<file path="src/smt_pkg.sv">
// constants, register map and types of the sdram pattern memory test
package smt_pkg;
    // ========================================================
    // data path and memory size
    localparam int unsigned DATA_W = 32;
    localparam int unsigned MEM_WORDS_DEF = 67108864;
    // ========================================================
    // clocking
    localparam int unsigned OSC_FREQ_MHZ = 100;
    localparam int unsigned FIFO_CLOCK_DIVISOR = 2;
    localparam int unsigned FAST_THRESHOLD_MHZ = 60;
    localparam int unsigned BLINK_INTERVAL_MS = 1000;
    localparam int unsigned MCLK_PERIOD_NS = 10;
    // ========================================================
    // control word fields
    localparam int unsigned CW_SEL_LSB = 0;
    localparam int unsigned CW_SEL_W = 4;
    localparam int unsigned CW_WR_BIT = 4;
    localparam int unsigned CW_RD_BIT = 5;
    localparam int unsigned CW_UNUSED_LSB = 6;
    // ========================================================
    // pattern values
    localparam logic [31:0] PAT_ZEROS = 32'h00000000;
    localparam logic [31:0] PAT_ONES = 32'hFFFFFFFF;
    localparam logic [31:0] PAT_ALT01 = 32'h55555555;
    localparam logic [31:0] PAT_ALT10 = 32'hAAAAAAAA;
    localparam logic [31:0] PAT_COUNT_START = 32'h00000000;
    localparam logic [31:0] PAT_COUNT_STEP = 32'h00000001;
    localparam logic [31:0] PAT_WALK_START = 32'h00000001;
    localparam logic [31:0] PAT_WALK_TOP = 32'h80000000;
    // pattern select codes
    typedef enum logic [3:0] {
        SMT_SEL_ZEROS = 4'h0,
        SMT_SEL_ONES = 4'h1,
        SMT_SEL_ALT01 = 4'h2,
        SMT_SEL_ALT10 = 4'h3,
        SMT_SEL_COUNT = 4'h4,
        SMT_SEL_WALK = 4'h8
    } smt_sel_t;
    // ========================================================
    // register map (byte addresses)
    localparam int unsigned REG_AW = 4;
    localparam logic [3:0] REG_STATUS = 4'h0;
    localparam logic [3:0] REG_IRQ_STAT = 4'h4;
    localparam logic [3:0] REG_IRQ_MASK = 4'h8;
    localparam logic [3:0] REG_READ_WORDS = 4'hC;
    // interrupt bits
    localparam int unsigned IRQ_W = 3;
    localparam int unsigned IRQ_DONE = 0;
    localparam int unsigned IRQ_MISMATCH = 1;
    localparam int unsigned IRQ_BAD_CMD = 2;
    localparam logic [2:0] IRQ_MASK_RST = 3'h0;
    // status bits
    localparam int unsigned ST_BUSY_BIT = 0;
    localparam int unsigned ST_ERR_BIT = 1;
    localparam int unsigned ST_READING_BIT = 2;
    localparam int unsigned ST_SEL_LSB = 4;
    // ========================================================
    // control states
    typedef enum logic [2:0] {
        SMT_IDLE = 3'b000,
        SMT_WRITE = 3'b001,
        SMT_RD_REQ = 3'b010,
        SMT_RD_WAIT = 3'b011,
        SMT_OUT = 3'b100
    } smt_state_t;
endpackage : smt_pkg

</file>
<file path="src/smt_pattern_gen.sv">
// test pattern generator of the sdram pattern memory test
`timescale 1ns/100ps
module smt_pattern_gen (
    input wire logic mclk_i,
    input wire logic rst_n_i,
    input wire logic [3:0] sel_i,
    input wire logic restart_i,
    input wire logic advance_i,
    output logic [smt_pkg::DATA_W-1:0] value_o
);
    import smt_pkg::*;

    // ========================================================
    // first value of each pattern
    function automatic logic [31:0] pat_init(input logic [3:0] sel);
        unique case (sel)
            SMT_SEL_ONES: pat_init = PAT_ONES;
            SMT_SEL_ALT01: pat_init = PAT_ALT01;
            SMT_SEL_ALT10: pat_init = PAT_ALT10;
            SMT_SEL_COUNT: pat_init = PAT_COUNT_START;
            SMT_SEL_WALK: pat_init = PAT_WALK_START;
            default: pat_init = PAT_ZEROS; // unknown codes give zeros
        endcase
    endfunction : pat_init

    // value that follows the current one
    function automatic logic [31:0] pat_next(input logic [3:0] sel, input logic [31:0] v);
        unique case (sel)
            SMT_SEL_COUNT: pat_next = v + PAT_COUNT_STEP;
            SMT_SEL_WALK: pat_next = {v[30:0], v[31]}; // wraps to bit zero
            default: pat_next = v;
        endcase
    endfunction : pat_next

    logic [31:0] value_q;
    logic [31:0] value_d;

    // restart beats advance
    assign value_d = restart_i ? pat_init(sel_i) : (advance_i ? pat_next(sel_i, value_q) : value_q);
    assign value_o = value_q;

    // ========================================================
    // pattern register
    always_ff @(posedge mclk_i) begin
        if (!rst_n_i) begin
            value_q <= PAT_ZEROS;
        end else begin
            value_q <= value_d;
        end
    end
endmodule : smt_pattern_gen

</file>
<file path="config.mk">
export PLATFORM = sky130hd
export DESIGN_NAME = smt_pattern_gen
export DESIGN_NICKNAME = d
export VERILOG_FILES = /design/src/smt_pkg.sv /design/src/smt_pattern_gen.sv
export SDC_FILE = /design/constraint.sdc
export NUM_CORES = 1
export LEC_CHECK = 0
export BUFFER_PORTS_ARGS = -buffer_cell sky130_fd_sc_hd__buf_2
export CAP_MARGIN = 15
export CORE_MARGIN = 4
export CORE_UTILIZATION = 56
export CTS_CLUSTER_DIAMETER = 80
export CTS_CLUSTER_SIZE = 25
export DETAILED_ROUTE_END_ITERATION = 10
export GPL_TIMING_DRIVEN = 1
export MAX_ROUTING_LAYER = met4
export PLACE_DENSITY = 0.81
export SLEW_MARGIN = 5
export SYNTH_ARGS = -nofsm -noshare
export SYNTH_HDL_FRONTEND = slang
export SYNTH_SLANG_ARGS = --single-unit
</file>
<file path="constraint.sdc">
create_clock -name mclk_i -period 2.3 [get_ports mclk_i]
set_input_delay 0.115 -clock mclk_i [delete_from_list [all_inputs] [get_ports mclk_i]]
set_output_delay 0.115 -clock mclk_i [all_outputs]
set_load 0.02 [all_outputs]
</file>
==> run metrics, run 1 <==
# diodes=0; R2R depth=5; relative slew slack=53.1%; drt wl/cell=approximately 17 um; first drt pass iteration count=5; EDFF count, synth=0; post-route ant nets=0; Top FF cell, synth=dfxtp_1; CTS Buffer Depth=2; sequential area share after synthesis=slightly below 30%; most common cell after layout, fill and taps aside=buf_2; final net count=321; CP arrival=approximately 2.2 ns; peak supply drop=approximately 0.00029 V; post-synth net total=283; R2R Setup Slk=between 0.2 and 0.3 ns; TritonCTS Buffers=5; Reg-to-Reg Start=value_o[2]; crit end category=flop; Final Hold Fails=0; CTS tree=yes; maximum number of pins on one net before global-route repair=30; max reg flops=32; endpoints failing setup=0; CP cell instances=nand3_2 -> or4_4 -> o211a_1 -> a211oi_1 -> o22ai_1; Compound-Gate Fraction of Synth Area=31.9%; first-pass GRT wire length=roughly 10 mm; vias per cell=6.69; Starting Density=58.8%; fraction of layout cells with a size suffix above 1=23.1%; Syn Std Cell Area=2190 um2; synthesis-to-finish area growth=15.8%; Critical path origin=value_o[2]; Filler cells=334; Async S/R FF share, synth=0%; core area=between 3000 and 4000 um2; fin. max-slew vios=0; Ys Warns=0; TNS Setup=0 ns; post-synthesis simple-gate area fraction=25.3%; Worst Setup EP=value_o[18]; DR DRC count=0; status=completed; crit path kind=reg2reg; DIE AREA=4970 um2; num rows=22; htree depth=2; min Tclk post-route=around 2.0 ns; CTS Root Buffer Type=clkbuf_8; total grt overflow=0; maximum clock frequency=493 MHz; CTS resizes=0; ranking of synthesized cells by area=dfxtp_1, a21oi_1, xor2_1, o21ai_0, nor2_1; first-iteration detailed-routing DRC count=~250; Post-Synthesis Cells=274; Final Util=68.1%; CP peak stage delay=0.57 ns; CTS clk-pin slew, worst paths=0.06 ns; Setup WS pre-CTS=0.320 ns; I/O Buffers=39; Power Density=472 nW/um2; final wirelength=a little over 6 mm; GRT Total Usage=between 20% and 30%; synthesized-area fraction occupied by adder cells=0.572%; Vert. Die Dim=70.5 um; RSZ-0062 raised after global routing=false; crit share post-route=between 80% and 90%; vias in the first global route=~2.1k; worst-path maximum fanout=9; mux cell area share after synthesis=less than 1%; Critical Path Start Type=flop; Max Cap Viol=0; TritonCTS Sinks=32; flip-flop and latch count after synthesis=32; RePlAce Congestion=0.953; most frequent cells in the layout=buf_2, dfxtp_1, a21oi_1; post-synth top area cell=dfxtp_1; post-synthesis xor/xnor area fraction=7.21%; Post-Route Skew=0.00299 ns; hold_buf cts=0; leak pwr=0.000990 uW; FF-to-FF End=value_o[18]; Synth Area per Inst=roughly 8 um2; postcts setup bufs=0; Worst Tran Pin Value=0.701 ns; Hold Crit Class=in2reg; critical path required time=about 2.5 ns; Synth top area share=29.3%; CP max stage cell=or4_4; largest family of logic cells by synthesized area=compound AO/OA/AOI/OAI gates; die span in x=between 70 and 80 um; initial antenna violation count=0; worst setup margin=0.273 ns; Synth cell types=56; io pins=40; via count=2,408; HPWL Detailed=4.29 mm; clock latency on the worst-skew pair=0.29 ns
==> cell usage after synthesis (all sizes together) (2+ instances only) <==
| cell | instances |
|---|---|
| nor3b | 2 |
| o41ai | 2 |
| clkbuf | 16 |
| o311ai | 3 |
| buf | 5 |
| or4 | 2 |
| o22ai | 12 |
| nor4b | 2 |
| o32ai | 2 |
| a211oi | 6 |
| nand4 | 11 |
| and2 | 3 |
| xnor2 | 8 |
| a32oi | 5 |
| inv | 5 |
| a211o | 5 |
| and3 | 5 |
| nand2 | 14 |
| nand3 | 15 |
| nor3 | 7 |
| a221oi | 7 |
| a21oi | 24 |
| o21ai | 19 |
| nor2 | 20 |
| xor2 | 10 |
| dfxtp | 32 |
| a21o | 5 |
| o211a | 2 |
| nor4 | 5 |
| a31oi | 3 |
==> layout make-up <==
| class | instances | area, um2 | share of cell area (%) |
|---|---|---|---|
| clock buffers | 6 | 72.6 | 2.87 |
| clock inverters | 1 | 5.00 | 0.198 |
| inverters | 6 | 22.5 | 0.890 |
| multi-input cells | 215 | 1440 | 56.8 |
| flip-flops and latches | 32 | 641 | 25.3 |
| well taps | 48 | 60.1 | 2.37 |
| repair buffers | 52 | 293 | 11.6 |
==> how the worst min path moves through the flow <==
stage          slack [ns]  cells after the start    endpoint      from
4_1_cts              0.17                      2  value_o[5]   rst_n_i
3_3_place_gp         0.47                      2  value_o[5]   rst_n_i
2_1_floorplan        0.34                      2  value_o[1]  sel_i[0]
5_1_grt              0.18                      2  value_o[5]   rst_n_i
3_5_place_dp         0.47                      2  value_o[5]   rst_n_i
6_report             0.18                      2  value_o[5]   rst_n_i
==> worst max-delay path: cells and delay by family (launching register included) <==
family | cells | cell delay, ns
DFF | 1 | 0.50
and+or+nand+nor | 2 | 0.81
AOI/OAI and AO/OA | 3 | 0.58
==> metrics by stage <==
stage	instances	instance area [um2]	hold WS (ns)	total power (uW)
after global routing	360	2530	0.179	1240
final	360	2530	0.175	1190
after floorplan	274	2190	0.337	732
after global placement	353	2450	0.469	792
after CTS	360	2530	0.166	1200
after detailed placement	353	2450	0.470	794
==> kinds of logic after synthesis <==
logic type | after synthesis
buf+inv | 27
xor+xnor | 18
compound gates | 104
simple gates | 91
mux | 1
fa+ha+maj | 1
flops | 32
==> power by group <==
part / internal (uW) / switching (uW) / total (uW)
Clock: 205 / 203 / 408
Sequential: 573 / 28.7 / 602
Combinational: 67.8 / 116 / 184
Total: 846 / 348 / 1190
==> layer usage <==
layer	wire, um	track usage, %	share of wire [%]	up-vias
li1	-	-	-	1147
met1	2760	36.2	44	1118
met2	2800	39.1	45	125
met3	527	5.32	8.5	18
met4	142	9.57	2.3	0
met5	0	-	0	-
Note: power is estimated with default switching activity, not from simulation.
==> run 2, diff against run 1 <==
--- a/config.mk
+++ b/config.mk
@@ -9,6 +9,7 @@
 export CAP_MARGIN = 15
 export CORE_MARGIN = 4
 export CORE_UTILIZATION = 56
+export CTS_BUF_LIST = sky130_fd_sc_hd__clkbuf_4 sky130_fd_sc_hd__clkbuf_8 sky130_fd_sc_hd__clkbuf_16
 export CTS_CLUSTER_DIAMETER = 80
 export CTS_CLUSTER_SIZE = 25
 export DETAILED_ROUTE_END_ITERATION = 10
==> run 2 against run 1 <==
Sequential power barely moved. Cell area rose by 0.15%. Power rose by 0.93%. Hold slack improved by 0.0074 ns.
==> run metrics, run 2 (synthesis gave the netlist of run 1 again) <==
crit end category=flop; vias in the first global route=2,095; CP max stage cell=or4_4; min Tclk post-route=roughly 2.0 ns; Filler cells=336; fin. max-slew vios=0; CP cell instances=nand3_2 -> or4_4 -> o211a_1 -> a211oi_1 -> o22ai_1; maximum number of pins on one net before global-route repair=30; Setup WS pre-CTS=~0.32 ns; multi-input logic area=between 1000 and 1500 um2; die span in x=70.5 um; status=completed; DR DRC count=0; most common cell after layout, fill and taps aside=buf_2; GRT met2 Usage=39.1%; TritonCTS Buffers=5; drt wl/cell=between 15 and 20 um; postcts setup bufs=0; met3 Usage GRT=under 10%; HPWL Detailed=~4.3 mm; CTS tree=yes; Post-Route Skew=0.00439 ns; FF+latch area=641 um2; CP arrival=2.19 ns; TritonCTS Sinks=32; hold_buf cts=0; TNS Setup=0 ns; Max Cap Viol=0; post-route ant nets=0; # diodes=0; endpoints failing setup=0; most frequent cells in the layout=buf_2, dfxtp_1, a21oi_1; synthesis-to-finish area growth=16.0%; htree depth=2; crit path kind=reg2reg; peak supply drop=0.000288 V; Worst Tran Pin Value=0.685 ns; RePlAce Congestion=0.953; CP delay by family, top=simple AND/OR/NAND/NOR gates; final wirelength=a little over 6 mm; Starting Density=58.8%; via count=between 2k and 2.5k; GRT Total Usage=26.6%; worst-path maximum fanout=9; initial antenna violation count=0; CP peak stage delay=0.57 ns; worst path buffer plus inverter count=0; core area=about 3700 um2; Final Util=68.2%; crit share post-route=88.4%; first-iteration detailed-routing DRC count=about 250; worst setup margin=approximately 0.27 ns; RSZ-0062 raised after global routing=false; fraction of layout cells with a size suffix above 1=23.4%; Critical Path Start Type=flop; Final Hold Fails=0; final net count=321; max reg flops=32; first drt pass iteration count=5; Vert. Die Dim=between 70 and 80 um; CTS Root Buffer Type=clkbuf_8; CTS clk-pin slew, worst paths=0.06 ns; critical path required time=2.46 ns; total grt overflow=0; DIE AREA=4970 um2; clock latency on the worst-skew pair=just under 0.3 ns; CTS Buffer Depth=2; met1 usage=36.2%; most used routing layer=met2; leak pwr=0.000993 uW; vias per cell=6.66; CTS resizes=0; relative slew slack=54.2%; io pins=40; first-pass GRT wire length=10.4 mm; Hold Crit Class=in2reg; num rows=22; maximum clock frequency=492 MHz; Power Density=between 400 and 500 nW/um2; I/O Buffers=39; hold slack=roughly 0.18 ns
[run 2: cell counts in the layout (fill, tap and decap cells not counted)]
No cell type changed its count.
[run 2: power by group]
group	internal (uW)	total, uW	switching, uW
registers	573	602	28.8
clock network	217	419	202
logic	67.8	184	116
[run 2: through the flow]
| stage | area [um2] | total power [uW] | cells |
|---|---|---|---|
| finish | 2530 | 1200 | 360 |
| global route | 2530 | 1260 | 360 |
| CTS | 2530 | 1210 | 360 |
| detailed placement | 2450 | 794 | 353 |
| global placement | 2450 | 792 | 353 |
| floorplan | 2190 | 732 | 274 |
[run 2: path summary, 6_finish.rpt]
path / start / end / slack [ns] / cells after the start
worst min-delay path: rst_n_i / value_o[5] / 0.18 / 2
worst max-delay path: value_o[2] / value_o[18] / 0.27 / 5
worst min register to register: value_o[12] / value_o[13] / 0.60 / 2
worst max register to register: value_o[2] / value_o[18] / 0.27 / 5
[run 2: layer usage]
metal	up-vias	part of all wire (%)	wire (um)
met3	16	9.7	605
li1	1140	-	-
met4	0	1.7	104
met1	1096	42	2630
met5	-	0	0
met2	145	46	2870
[run 2: layout make-up]
cell class / instances / area share [%]
well taps: 48 / 2.37
clock buffers: 6 / 3.01
inverters: 6 / 0.888
multi-input cells: 215 / 56.7
repair buffers: 52 / 11.5
clock inverters: 1 / 0.197
flip-flops and latches: 32 / 25.3
